**config.mk**
```make
export PLATFORM = sky130hd
export DESIGN_NAME = rx_ctrl
export DESIGN_NICKNAME = d
export VERILOG_FILES = /design/src/shared/rx_ctrl_pkg.sv /design/src/shared/rx_ctrl_if.sv /design/src/logic/agc_loop.sv /design/src/logic/corr_demod.sv /design/src/logic/rx_ctrl.sv
export VERILOG_INCLUDE_DIRS = /design/src /design/src/shared
export SDC_FILE = /design/constraint.sdc
export NUM_CORES = 1
export LEC_CHECK = 0
export ABC_AREA = 1
export BUFFER_PORTS_ARGS = -buffer_cell sky130_fd_sc_hd__clkbuf_2
export CORE_AREA = 5 5 236 238
export CTS_BUF_LIST = sky130_fd_sc_hd__clkbuf_8
export CTS_CLUSTER_DIAMETER = 50
export CTS_CLUSTER_SIZE = 30
export DETAILED_ROUTE_END_ITERATION = 8
export DIE_AREA = 0 0 241 243
export PLACE_DENSITY = 0.66
export SETUP_SLACK_MARGIN = 0.15
export SYNTH_ARGS = -nofsm -noshare
export SYNTH_HDL_FRONTEND = slang
export SYNTH_HIERARCHICAL = 1
export SYNTH_SLANG_ARGS = --single-unit
```
**constraint.sdc**
```tcl
create_clock -name pclk -period 13.5 [get_ports pclk]
set_clock_uncertainty 0.05 [all_clocks]
set_input_delay 0.675 -clock pclk [delete_from_list [all_inputs] [get_ports pclk]]
set_output_delay 0.675 -clock pclk [all_outputs]
set_load 0.1 [all_outputs]
```
**src/shared/rx_ctrl_regs.svh**
```systemverilog
// register offsets, field positions, reset values and timing counts
`ifndef RX_CTRL_REGS_SVH
`define RX_CTRL_REGS_SVH
// ****************************************
// register offsets (byte addresses)
// ****************************************
`define OFS_CTRL 12'h000
`define OFS_CAL 12'h004
`define OFS_AGC 12'h008
`define OFS_PDBW 12'h00C
`define OFS_STAT 12'h010
// ****************************************
// field positions
// ****************************************
`define CAL_START_BIT 9
`define AGC_UP_LSB 5
`define AGC_DOWN_LSB 12
`define AGC_WAIT_LSB 19
`define AGC_SEQ_LSB 23
// ****************************************
// reset values
// ****************************************
`define CTRL_RST 8'h04
`define CAL_DIV_RST 9'h000
`define MAN_LNA_RST 2'h3
`define MAN_FILT_RST 2'h2
`define UP_LEVEL_RST 7'h1E
`define DOWN_LEVEL_RST 7'h46
`define WAIT_CNT_RST 4'hA
`define SEQ_DIV_RST 8'hFA
`define PDBW_RST 10'h009
// ****************************************
// timing
// ****************************************
`define PCLK_MHZ 100
`define CAL_TIME_US 200
`endif

```
**src/shared/rx_ctrl_pkg.sv**
```systemverilog
// types shared by the receiver control block
package rx_ctrl_pkg;
   // ****************************************
   // state machines
   // ****************************************
   typedef enum logic {CAL_IDLE, CAL_RUN} cal_state_t;
   typedef enum logic {AGC_MEASURE, AGC_SETTLE} agc_state_t;
   // demodulator select codes
   typedef logic [1:0] demod_code_t;
   localparam demod_code_t DEMOD_LINEAR = 2'h0;
   localparam demod_code_t DEMOD_CORR   = 2'h1;
   localparam demod_code_t DEMOD_ASK    = 2'h2;
endpackage

```
**src/shared/rx_ctrl_if.sv**
```systemverilog
// configuration and results between the top and its gain/demod engines
`timescale 1ns/1ps
interface rx_ctrl_if;
   logic       agc_en;
   logic [1:0] man_lna;
   logic [1:0] man_filt;
   logic [6:0] gain_up_level;
   logic [6:0] gain_down_level;
   logic [3:0] settle_wait_count;
   logic [7:0] sequencer_clock_divider;
   logic [6:0] rssi;
   logic [1:0] amp_gain_readback_bits;
   logic [1:0] channel_filter_readback_bits;
   logic [6:0] gain_correction;
   logic [1:0] demod_sel;
   logic [9:0] post_bw;
   logic       i_lim;
   logic       q_lim;
   logic       data_bit;
   modport top (output agc_en, man_lna, man_filt, gain_up_level,
      gain_down_level, settle_wait_count, sequencer_clock_divider, rssi,
      demod_sel, post_bw, i_lim, q_lim,
      input amp_gain_readback_bits, channel_filter_readback_bits,
      gain_correction, data_bit);
   modport agc (input agc_en, man_lna, man_filt, gain_up_level,
      gain_down_level, settle_wait_count, sequencer_clock_divider, rssi,
      output amp_gain_readback_bits, channel_filter_readback_bits,
      gain_correction);
   modport demod (input demod_sel, post_bw, i_lim, q_lim, rssi,
      output data_bit);
endinterface

```
**src/logic/agc_loop.sv**
```systemverilog
// gain control loop: threshold stepping, settle wait, manual override
`timescale 1ns/1ps
module agc_loop (
   input wire logic pclk,
   input wire logic presetn,
   rx_ctrl_if.agc   bus
);
   typedef struct packed {
      rx_ctrl_pkg::agc_state_t st;
      logic [2:0]              idx;
      logic [7:0]              pre;
      logic [3:0]              wcnt;
      logic [1:0]              lna;
      logic [1:0]              filt;
      logic [6:0]              corr;
   } agc_state_s_t;
   agc_state_s_t r, n;

   // gain step index to {amp bits, filter bits}; 0 is highest gain
   function automatic logic [3:0] step_bits(input logic [2:0] i);
      case (i)
         3'h0:    step_bits = 4'hE;
         3'h1:    step_bits = 4'hA;
         3'h2:    step_bits = 4'h9;
         3'h3:    step_bits = 4'h8;
         3'h4:    step_bits = 4'h4;
         default: step_bits = 4'h0;
      endcase
   endfunction

   // correction code for a gain pair, 7'h69 for pairs not listed
   function automatic logic [6:0] corr_of(input logic [3:0] b);
      case (b)
         4'hE:    corr_of = 7'h00;
         4'hA:    corr_of = 7'h18;
         4'h9:    corr_of = 7'h2D;
         4'h8:    corr_of = 7'h3F;
         4'h4:    corr_of = 7'h5A;
         default: corr_of = 7'h69;
      endcase
   endfunction

   // next state: step on thresholds, then wait count x divider cycles
   always_comb begin
      n = r;
      case (r.st)
         rx_ctrl_pkg::AGC_MEASURE: begin
            n.pre  = 8'h00;
            n.wcnt = 4'h0;
            if (bus.agc_en && bus.rssi > bus.gain_down_level &&
                r.idx < 3'h5) begin
               n.idx = r.idx + 3'h1;
               n.st  = rx_ctrl_pkg::AGC_SETTLE;
            end else if (bus.agc_en && bus.rssi < bus.gain_up_level &&
                         r.idx != 3'h0) begin
               n.idx = r.idx - 3'h1;
               n.st  = rx_ctrl_pkg::AGC_SETTLE;
            end
         end
         rx_ctrl_pkg::AGC_SETTLE: begin
            // sequencer tick every divider cycles, count ticks
            if (r.pre + 8'h01 >= bus.sequencer_clock_divider) begin
               n.pre  = 8'h00;
               n.wcnt = r.wcnt + 4'h1;
               if (r.wcnt + 4'h1 >= bus.settle_wait_count)
                  n.st = rx_ctrl_pkg::AGC_MEASURE;
            end else begin
               n.pre = r.pre + 8'h01;
            end
         end
         default: n.st = rx_ctrl_pkg::AGC_MEASURE;
      endcase
      // manual gain when the loop is off, else loop's own step
      if (bus.agc_en) begin
         {n.lna, n.filt} = step_bits(n.idx);
      end else begin
         n.lna  = bus.man_lna;
         n.filt = bus.man_filt;
      end
      n.corr = corr_of({n.lna, n.filt});
   end

   // state register
   always_ff @(posedge pclk or negedge presetn) begin
      if (!presetn) begin
         r <= '{rx_ctrl_pkg::AGC_MEASURE, 3'h0, 8'h00, 4'h0,
                2'h3, 2'h2, 7'h00};
      end else begin
         r <= n;
      end
   end

   assign bus.amp_gain_readback_bits       = r.lna;
   assign bus.channel_filter_readback_bits = r.filt;
   assign bus.gain_correction              = r.corr;
endmodule // agc_loop

```
**src/logic/corr_demod.sv**
```systemverilog
// correlator discriminator, post filter and bit slicer
`timescale 1ns/1ps
module corr_demod (
   input wire logic pclk,
   input wire logic presetn,
   rx_ctrl_if.demod bus
);
   typedef struct packed {
      logic               i1;
      logic               q1;
      logic signed [15:0] y1;
      logic signed [15:0] y2;
      logic signed [15:0] avg;
      logic               bit_r;
   } demod_state_t;
   demod_state_t r, n;
   logic signed [15:0] x;
   logic signed [26:0] p1, p2;
   logic signed [2:0]  hi_c, lo_c;

   // two correlators: rotation toward +dev and toward -dev, then filter
   always_comb begin
      n    = r;
      // three bits so the difference of +2 keeps its sign
      hi_c = (r.i1 == bus.q_lim) ? 3'sd1 : -3'sd1;
      lo_c = (r.q1 == bus.i_lim) ? 3'sd1 : -3'sd1;
      if (bus.demod_sel == rx_ctrl_pkg::DEMOD_ASK)
         x = 16'(signed'({1'b0, bus.rssi, 8'h00}));
      else
         x = 16'(signed'({hi_c - lo_c, 13'h0000}));
      n.i1 = bus.i_lim;
      n.q1 = bus.q_lim;
      // second order low pass: two one-pole stages, coefficient bw/1024
      p1   = 27'(x - r.y1) * 27'(signed'({1'b0, bus.post_bw}));
      p2   = 27'(r.y1 - r.y2) * 27'(signed'({1'b0, bus.post_bw}));
      n.y1 = r.y1 + 16'(p1 >>> 10);
      n.y2 = r.y2 + 16'(p2 >>> 10);
      n.avg = r.avg + 16'((r.y2 - r.avg) >>> 8);
      // correlator slices at zero, the others at the running average
      if (bus.demod_sel == rx_ctrl_pkg::DEMOD_CORR)
         n.bit_r = r.y2 > 16'sh0000;
      else
         n.bit_r = r.y2 > r.avg;
   end

   // state register
   always_ff @(posedge pclk or negedge presetn) begin
      if (!presetn) begin
         r <= '0;
      end else begin
         r <= n;
      end
   end

   assign bus.data_bit = r.bit_r;
endmodule // corr_demod

```
**src/logic/rx_ctrl.sv**
```systemverilog
// receiver control top: apb registers, calibration, offset clock divider
`timescale 1ns/1ps
`include "rx_ctrl_regs.svh"
module rx_ctrl #(
   parameter int unsigned CAL_CYCLES = `CAL_TIME_US * `PCLK_MHZ
) (
   input  wire logic        pclk,
   input  wire logic        presetn,
   input  wire logic        psel,
   input  wire logic        penable,
   input  wire logic        pwrite,
   input  wire logic [11:0] paddr,
   input  wire logic [31:0] pwdata,
   output logic      [31:0] prdata,
   output logic             pready,
   output logic             pslverr,
   input  wire logic [6:0]  rssi_adc,
   input  wire logic        i_lim_pin,
   input  wire logic        q_lim_pin,
   input  wire logic [5:0]  cal_trim_in,
   output logic      [1:0]  if_filter_bw,
   output logic      [8:0]  if_cal_divider,
   output logic             cal_busy,
   output logic      [5:0]  cal_trim,
   output logic             front_amp_operating_select,
   output logic             mixer_linearity,
   output logic      [1:0]  lna_gain,
   output logic      [1:0]  filter_gain,
   output logic             baseband_offset_clock,
   output logic             rx_data
);
   // ****************************************
   // state
   // ****************************************
   typedef struct packed {
      logic                    rdy;
      logic                    err;
      logic [31:0]             rdata;
      logic [7:0]              ctrl;
      logic [8:0]              cal_div;
      logic [9:0]              pdbw;
      logic                    agc_en;
      logic [1:0]              man_lna;
      logic [1:0]              man_filt;
      logic [6:0]              up_lvl;
      logic [6:0]              down_lvl;
      logic [3:0]              wait_cnt;
      logic [7:0]              seq_div;
      rx_ctrl_pkg::cal_state_t cal_st;
      logic [14:0]             cal_cnt;
      logic [5:0]              trim;
      logic [3:0]              os_cnt;
      logic                    os_pulse;
      logic [6:0]              rssi_s1;
      logic [6:0]              rssi_s2;
      logic [5:0]              trim_s1;
      logic [5:0]              trim_s2;
      logic [1:0]              iq_s1;
      logic [1:0]              iq_s2;
      logic                    rx_bit;
      logic [1:0]              lna;
      logic [1:0]              filt;
   } top_state_t;
   top_state_t r, n;

   localparam logic [14:0] CAL_LAST = 15'(CAL_CYCLES - 1);

   rx_ctrl_if ifc ();

   logic       acc_first;
   logic       wr_take;
   logic [2:0] sel_idx;
   logic [3:0] os_div;

   // register index from address; 3'h7 marks an unmapped address
   function automatic logic [2:0] reg_index(input logic [11:0] a);
      case (a)
         `OFS_CTRL: reg_index = 3'h0;
         `OFS_CAL:  reg_index = 3'h1;
         `OFS_AGC:  reg_index = 3'h2;
         `OFS_PDBW: reg_index = 3'h3;
         `OFS_STAT: reg_index = 3'h4;
         default:   reg_index = 3'h7;
      endcase
   endfunction

   // offset clock ratio: 00 by 4, 01 by 8, 10 and 11 by 16
   function automatic logic [3:0] os_ratio_last(input logic [1:0] s);
      case (s)
         2'h0:    os_ratio_last = 4'h3;
         2'h1:    os_ratio_last = 4'h7;
         default: os_ratio_last = 4'hF;
      endcase
   endfunction

   // ****************************************
   // next state
   // ****************************************
   always_comb begin
      n = r;
      // pin inputs through two flops before any use
      n.rssi_s1 = rssi_adc;
      n.rssi_s2 = r.rssi_s1;
      n.trim_s1 = cal_trim_in;
      n.trim_s2 = r.trim_s1;
      n.iq_s1   = {i_lim_pin, q_lim_pin};
      n.iq_s2   = r.iq_s1;
      // apb: one wait state, data and error ready with pready
      acc_first = psel && penable && !r.rdy;
      wr_take   = psel && penable && r.rdy && pwrite;
      sel_idx   = reg_index(paddr);
      n.rdy     = acc_first;
      n.err     = acc_first && (sel_idx == 3'h7);
      n.rdata   = 32'h0000_0000;
      if (acc_first && !pwrite) begin
         case (sel_idx)
            3'h0: n.rdata = {24'h00_0000, r.ctrl};
            3'h1: n.rdata = {15'h0000, r.trim, r.cal_st ==
                             rx_ctrl_pkg::CAL_RUN, 1'b0, r.cal_div};
            3'h2: n.rdata = {1'b0, r.seq_div, r.wait_cnt, r.down_lvl,
                             r.up_lvl, r.man_filt, r.man_lna, r.agc_en};
            3'h3: n.rdata = {22'h00_0000, r.pdbw};
            // strength readback with gain bits and correction
            3'h4: n.rdata = {12'h000, r.cal_st == rx_ctrl_pkg::CAL_RUN,
                             r.rx_bit, ifc.gain_correction, r.filt,
                             r.lna, r.rssi_s2};
            default: n.rdata = 32'h0000_0000;
         endcase
      end
      // register writes take effect on the edge with pready high
      if (wr_take) begin
         case (sel_idx)
            3'h0: n.ctrl = pwdata[7:0];
            3'h1: n.cal_div = pwdata[8:0];
            3'h2: begin
               n.agc_en   = pwdata[0];
               n.man_lna  = pwdata[2:1];
               n.man_filt = pwdata[4:3];
               n.up_lvl   = pwdata[`AGC_UP_LSB +: 7];
               n.down_lvl = pwdata[`AGC_DOWN_LSB +: 7];
               n.wait_cnt = pwdata[`AGC_WAIT_LSB +: 4];
               n.seq_div  = pwdata[`AGC_SEQ_LSB +: 8];
            end
            3'h3: n.pdbw = pwdata[9:0];
            default: n.ctrl = r.ctrl;
         endcase
      end
      // calibration timer: busy for the whole interval, then latch trim
      case (r.cal_st)
         rx_ctrl_pkg::CAL_IDLE: begin
            if (wr_take && sel_idx == 3'h1 && pwdata[`CAL_START_BIT]) begin
               n.cal_st  = rx_ctrl_pkg::CAL_RUN;
               n.cal_cnt = CAL_LAST;
            end
         end
         rx_ctrl_pkg::CAL_RUN: begin
            if (r.cal_cnt == 15'h0000) begin
               n.cal_st = rx_ctrl_pkg::CAL_IDLE;
               n.trim   = r.trim_s2;
            end else begin
               n.cal_cnt = r.cal_cnt - 15'h0001;
            end
         end
         default: n.cal_st = rx_ctrl_pkg::CAL_IDLE;
      endcase
      // offset correction clock as a one-cycle enable
      os_div = os_ratio_last(r.ctrl[5:4]);
      if (r.os_cnt >= os_div) begin
         n.os_cnt   = 4'h0;
         n.os_pulse = 1'b1;
      end else begin
         n.os_cnt   = r.os_cnt + 4'h1;
         n.os_pulse = 1'b0;
      end
      // gain and data outputs re-registered for flop-driven pins
      n.lna    = ifc.amp_gain_readback_bits;
      n.filt   = ifc.channel_filter_readback_bits;
      n.rx_bit = ifc.data_bit;
   end

   // ****************************************
   // state register
   // ****************************************
   always_ff @(posedge pclk or negedge presetn) begin
      if (!presetn) begin
         r          <= '0;
         r.ctrl     <= `CTRL_RST;
         r.cal_div  <= `CAL_DIV_RST;
         r.pdbw     <= `PDBW_RST;
         r.agc_en   <= 1'b1;
         r.man_lna  <= `MAN_LNA_RST;
         r.man_filt <= `MAN_FILT_RST;
         r.up_lvl   <= `UP_LEVEL_RST;
         r.down_lvl <= `DOWN_LEVEL_RST;
         r.wait_cnt <= `WAIT_CNT_RST;
         r.seq_div  <= `SEQ_DIV_RST;
         r.cal_st   <= rx_ctrl_pkg::CAL_IDLE;
         r.lna      <= `MAN_LNA_RST;
         r.filt     <= `MAN_FILT_RST;
      end else begin
         r <= n;
      end
   end

   // ****************************************
   // engines
   // ****************************************
   // configuration to the gain loop and the demodulator
   assign ifc.agc_en                  = r.agc_en;
   assign ifc.man_lna                 = r.man_lna;
   assign ifc.man_filt                = r.man_filt;
   assign ifc.gain_up_level           = r.up_lvl;
   assign ifc.gain_down_level         = r.down_lvl;
   assign ifc.settle_wait_count       = r.wait_cnt;
   assign ifc.sequencer_clock_divider = r.seq_div;
   assign ifc.rssi                    = r.rssi_s2;
   assign ifc.demod_sel               = r.ctrl[3:2];
   assign ifc.post_bw                 = r.pdbw;
   assign ifc.i_lim                   = r.iq_s2[1];
   assign ifc.q_lim                   = r.iq_s2[0];

   agc_loop u_agc (
      .pclk    (pclk),
      .presetn (presetn),
      .bus     (ifc.agc)
   );

   corr_demod u_demod (
      .pclk    (pclk),
      .presetn (presetn),
      .bus     (ifc.demod)
   );

   // ****************************************
   // outputs
   // ****************************************
   assign prdata                     = r.rdata;
   assign pready                     = r.rdy;
   assign pslverr                    = r.err;
   assign if_filter_bw               = r.ctrl[1:0];
   assign front_amp_operating_select = r.ctrl[6];
   assign mixer_linearity            = r.ctrl[7];
   assign if_cal_divider             = r.cal_div;
   assign cal_busy                   = r.cal_st == rx_ctrl_pkg::CAL_RUN;
   assign cal_trim                   = r.trim;
   assign lna_gain                   = r.lna;
   assign filter_gain                = r.filt;
   assign baseband_offset_clock      = r.os_pulse;
   assign rx_data                    = r.rx_bit;

   // cycles spent busy, for the interval length check
   logic [15:0] busy_len;
   always_ff @(posedge pclk or negedge presetn) begin
      if (!presetn) busy_len <= 16'h0000;
      else if (cal_busy) busy_len <= busy_len + 16'h0001;
      else busy_len <= 16'h0000;
   end
endmodule // rx_ctrl

```
After elaboration in Yosys (flattened, before gate mapping)
Index checks and enable logic that the tools add are counted.
{ "classes": {"mux": 25, "n_addsub": 13, "n_bitwise": 2, "n_mul": 2, "n_reduce_logical": 26, "n_eq_ne": 26, "order_cmp": 8} }
{ "ops": {"columns": ["op", "n"], "rows": [
  ["31-bit one-hot mux with 5 select lines", 1],
  ["27-bit by 11-bit multiplier with 26-bit output", 2],
  ["7-bit one-hot mux with 5 select lines", 1],
  ["16-bit by 16-bit subtractor with 17-bit output", 2],
  ["16-bit adder", 2],
  ["16-bit two-way mux", 2],
  ["16-bit one-hot mux with 2 select lines", 1],
  ["31-bit two-way mux", 1],
  ["12-bit by 4-bit equality test with 1-bit output (second input constant)", 2],
  ["12-bit one-hot mux with 2 select lines", 1],
  ["4-bit one-hot mux with 5 select lines", 1],
  ["16-bit by 8-bit adder with 16-bit output", 1],
  ["4-bit equality test (second input constant)", 4],
  ["16-bit by 1-bit greater-than comparator with 1-bit output (second input constant)", 1],
  ["16-bit greater-than comparator", 1],
  ["4-bit two-way mux", 4],
  ["16-bit subtractor", 1],
  ["15-bit zero test", 1],
  ["15-bit two-way mux", 1],
  ["3-bit one-hot mux with 5 select lines", 1],
  ["15-bit by 1-bit subtractor with 15-bit output (second input constant)", 1],
  ["12-bit by 3-bit equality test with 1-bit output (second input constant)", 1],
  ["12-bit by 5-bit equality test with 1-bit output (second input constant)", 1],
  ["3-bit by 2-bit equality test with 1-bit output (second input constant)", 4],
  ["other kinds (31)", 64]
]} }
{ "word_totals": {"register_bits": 232} }

Longest topological paths before layout
{ "logic_depth": {"ltp_word": 11, "depth_mapped": 44, "mapped_depth_nobuf": 43} }

Hierarchy
The synthesis kept the hierarchy.
{ "by_module_without_submodules": {"columns": ["mod", "seq_area_each_um2", "area_per_inst_um2", "cells_each", "n_inst"], "rows": [
  ["corr_demod", 1276.2, 17391.7, 2259, 1],
  ["rx_ctrl", 3860.0, 6807.8, 707, 1],
  ["agc_loop", 654.4, 2098.3, 272, 1]
]} }

Least setup slack after synthesis
No wires, ideal clock.
{ "synth_path": {"kind": "register to register", "start": "register u_demod/r[33] in the netlist's numbering", "end": "register u_demod/r[31] in the netlist's numbering", "arrival_time_ps": 7571, "synth_period_minus_slack_ps": 7738, "setup_ps": 116, "path_stages_with_launch": 42, "slack_ps": 5762, "path_cell_list": "dfrtp_1 > buf_2 > inv_1 > ha_1 > fa_1 > inv_1 > nand2_1 > nand2_1 > nand2_1 > o21bai_1 > xor2_1 > nand2_1 > fa_1 > inv_1 > fa_1 > fa_1 > fa_1 > inv_1 > [6 not listed] > nand2_1 > a21oi_1 > inv_1 > a21oi_1 > o21ai_0 > xor2_1 > ha_1 > a21o_1 > a21oi_1 > o21ai_1 > a21boi_0 > o21ai_1 > nand2_1 > inv_1 > o21ai_1 > nand2_1 > nand2_1 > nand2_1"} }
{ "synth_rtl": {"columns": ["item", "line_no", "text"], "rows": [
  ["start: declaration", "corr_demod.sv:16", "demod_state_t r, n;"],
  ["start signal: assignment", "corr_demod.sv:51", "r <= n;"]
]} }

==> results_dict.tcl <==
set metrics [dict create \
    rsz0062_at_grt "no" \
    pwr-share-seq_pct 41.0 \
    yosysTopAreaCell "fa_1" \
    pwr-share-comb_pct 30.1 \
    multi_input_area_sq_um 17200 \
    dp_hpwl_mm 52.2 \
    netSwitchingPower_uw 720 \
    gp_congestion 0.909 \
    synthCells 3238 \
    slowest_stage "xnor2_1" \
    path_buf_inv 6 \
    wire_per_inst_um 16.3 \
    area_delta_synth_final_pct 5.19 \
    grt-ovfl-total 0 \
    clock_sinks 230 \
    seq_area_sq_um 5790 \
    yosys_warnings 6 \
    rr_worst_depth 33 \
    end_kind "flip-flop" \
    slew-limit-headroom_pct 20.9 \
    ys_seq_area_share_pct 22.0 \
    synth_async_sr_flop_share_pct 100 \
    p_sw_share_pct 38.4 \
    clkPwrFrac_pct 28.9 \
    hold_buffers 0 \
    drive_above_1_share_pct 10.1 \
    nets 3865 \
    yosys.area_share.xor_xnor_pct 3.66 \
    path_delay_family "adder cells" \
    post_cts_buffers 0 \
    finalSetupTns_ns 0 \
    grt_usage_pct 22.5 \
    yosysTopAreaCellShare_pct 22.2 \
    yosys.cell_types.count 64 \
    start_util_pct 49.3 \
    clockBufferDepth 3 \
    synth_fa_ha_area_share_pct 33.5 \
    worst_pin_slew_ns 1.19 \
    vdd_drop_max_v 0.0000874 \
    die_w_um 241 \
    status "finished, final reports clean" \
    synth-compound-area-share_pct 7.44 \
    cts_tree "built" \
    maxCapViolations 0 \
    die_area_sq_um 58600 \
    fillers 5190 \
    power_leakage_uw 0.0148 \
    clock_latency_ns 0.62 \
    drt_iter0_markers 1473 \
    clk_pin_slew_ns 0.11 \
    rows 85 \
    finalHoldViolations 0 \
    numCtsBuffers 26 \
    syn_nets 3830 \
    grt_pass1_wl_mm 106 \
    ios 124 \
    totalWireLength_mm 64.9 \
    p_int_uw 1160 \
    syn_area_sq_um 26300 \
    start_kind "flip-flop" \
    syn_area_per_cell_sq_um 8.12 \
    root_buffer "clkbuf_8" \
    firstDrtPassIters 8 \
    fin_crit_sh_pct 68.2 \
    vias_per_cell 5.13 \
    via_count 20500 \
    p_per_area_nw_per_um2 67.8 \
    synth_top_family_by_area "adder cells" \
    required_ns 13.94 \
    min_period_ns 9.21 \
    port-buffer-count 121 \
    grt_max_degree 115 \
    path_depth 33 \
    arrival_ns 9.65 \
    antenna_left 0 \
    synth.mux.area_fraction_pct 0.171 \
    setup-violations-final 0 \
    ctsResizeCount 0 \
    fmax_ghz 0.109 \
    report.final.slew_viol_count 0 \
    synth-edff-count 0 \
    final_util_pct 51.8 \
    ys.flop_type "dfrtp_1" \
    criticalPathCategory "flip-flop to flip-flop" \
    critPathMaxFanout 10 \
    grt_pass1_vias 20300 \
    remaining_drc_errors 0 \
    synthTopCellsByArea "fa_1 (22%), dfrtp_1 (19%), ha_1 (11%), inv_1 (9.4%), nand2_1 (9.0%)" \
    total_power_uw 1880 \
    antenna_found_initial 1 \
    critPathMaxStageDelay_ns 0.82 \
    ys_ff_latch 230 \
    synth-simple-area-share_pct 20.5 \
    coreArea_sq_um 53400 \
    min_path_type "primary input to asynchronous set/reset pin" \
    chipHeight_um 243 \
    h-tree-depth 1 \
]
## logic make-up after synthesis
logic type,Yosys count
and+or+nand+nor,1234
buffers and inverters,801
adders and majority gates,528
AOI/OAI and AO/OA,331
DFF,230
xor gates and xnor gates,109
muxes,4
other,1
## cells in the final DEF (no fill, tap or decap), types with 21 or more instances in the layout
cell      count
inv_1       667
nand2_1     634
nor2_1      295
fa_1        292
ha_1        236
dfrtp_1     202
nand3_1     145
a21oi_1     143
clkbuf_2    120
xor2_1       67
o21ai_0      60
o21ai_1      42
xnor2_1      41
nand4_1      32
clkbuf_8     28
dfstp_2      28
nor3_1       21
## flip-flops by register name, indices dropped and copies added (netlist names), 4 cells and up
| name | count |
|---|---|
| n | 15 |
| ifc.rssi | 7 |
| ifc.settle_wait_count | 4 |
| if_cal_divider | 9 |
| ifc.sequencer_clock_divider | 8 |
| u_demod/r | 50 |
| prdata | 31 |
| r | 27 |
| ifc.gain_up_level | 7 |
| u_agc/bus.gain_correction | 6 |
| cal_trim | 6 |
| ifc.post_bw | 10 |
| u_agc/r | 16 |
| ifc.gain_down_level | 7 |
## final timing paths
| check | to | slack (ns) | startpoint |
|---|---|---|---|
| hold / removal | n[12] | 0.06 | presetn |
| setup reg to reg | u_demod/r[30] | 4.29 | u_demod/r[18] |
| min in group pclk | n[26] | 0.10 | rssi_adc[5] |
| hold reg to reg | r[12] | 0.31 | n[12] |
| setup / recovery | u_demod/r[30] | 4.29 | u_demod/r[18] |
| max in group asynchronous | u_demod/r[35] | 11.98 | presetn |
## synthesized netlist by cell type, types with 33 or more instances
| cell type | count |
|---|---|
| fa_1 | 292 |
| xnor2_1 | 41 |
| nand3_1 | 145 |
| a21oi_1 | 143 |
| buf_4 | 70 |
| inv_1 | 662 |
| clkbuf_1 | 33 |
| nor2_1 | 295 |
| ha_1 | 236 |
| o21ai_1 | 42 |
| o21ai_0 | 60 |
| dfrtp_1 | 202 |
| xor2_1 | 67 |
| nand2_1 | 634 |
## routing by layer
layer,share of wire (%),vias to the layer above,GRT usage [%]
li1,-,9973,-
met1,45,9845,33.1
met2,45,571,34.9
met3,7.0,95,3.64
met4,2.7,0,5.36
met5,0,-,0
## per-stage QoR
stage               hold WS [ns]  setup slack (ns)  instance area [sq um]  std cells
floorplan                  0.281              5.76                  26300       3238
global placement           0.283              4.57                  27100       3941
detailed placement         0.285              4.48                  27100       3941
CTS                       0.0399              4.46                  27700       3989
global route              0.0588              3.71                  27700       3990
finish                    0.0569              4.29                  27700       3990
## power groups by stage
stage                     combinational [uW]  clock [uW]  sequential, uW
after floorplan                          406           0             794
after detailed placement                 562           0             782
after CTS                                567         562             768
after global placement                   557           0             780
final                                    565         543             768
after global routing                     640         585             772
## layout make-up
type,count,area share (%)
multi-input combinational,2207,62.0
sequential,230,20.9
inverter,676,9.19
tap,696,3.15
timing repair buffer,132,2.52
clock buffer,28,1.39
clock inverter,20,0.792
antenna,1,0.00905
Note: power is estimated with default switching activity, not from simulation.
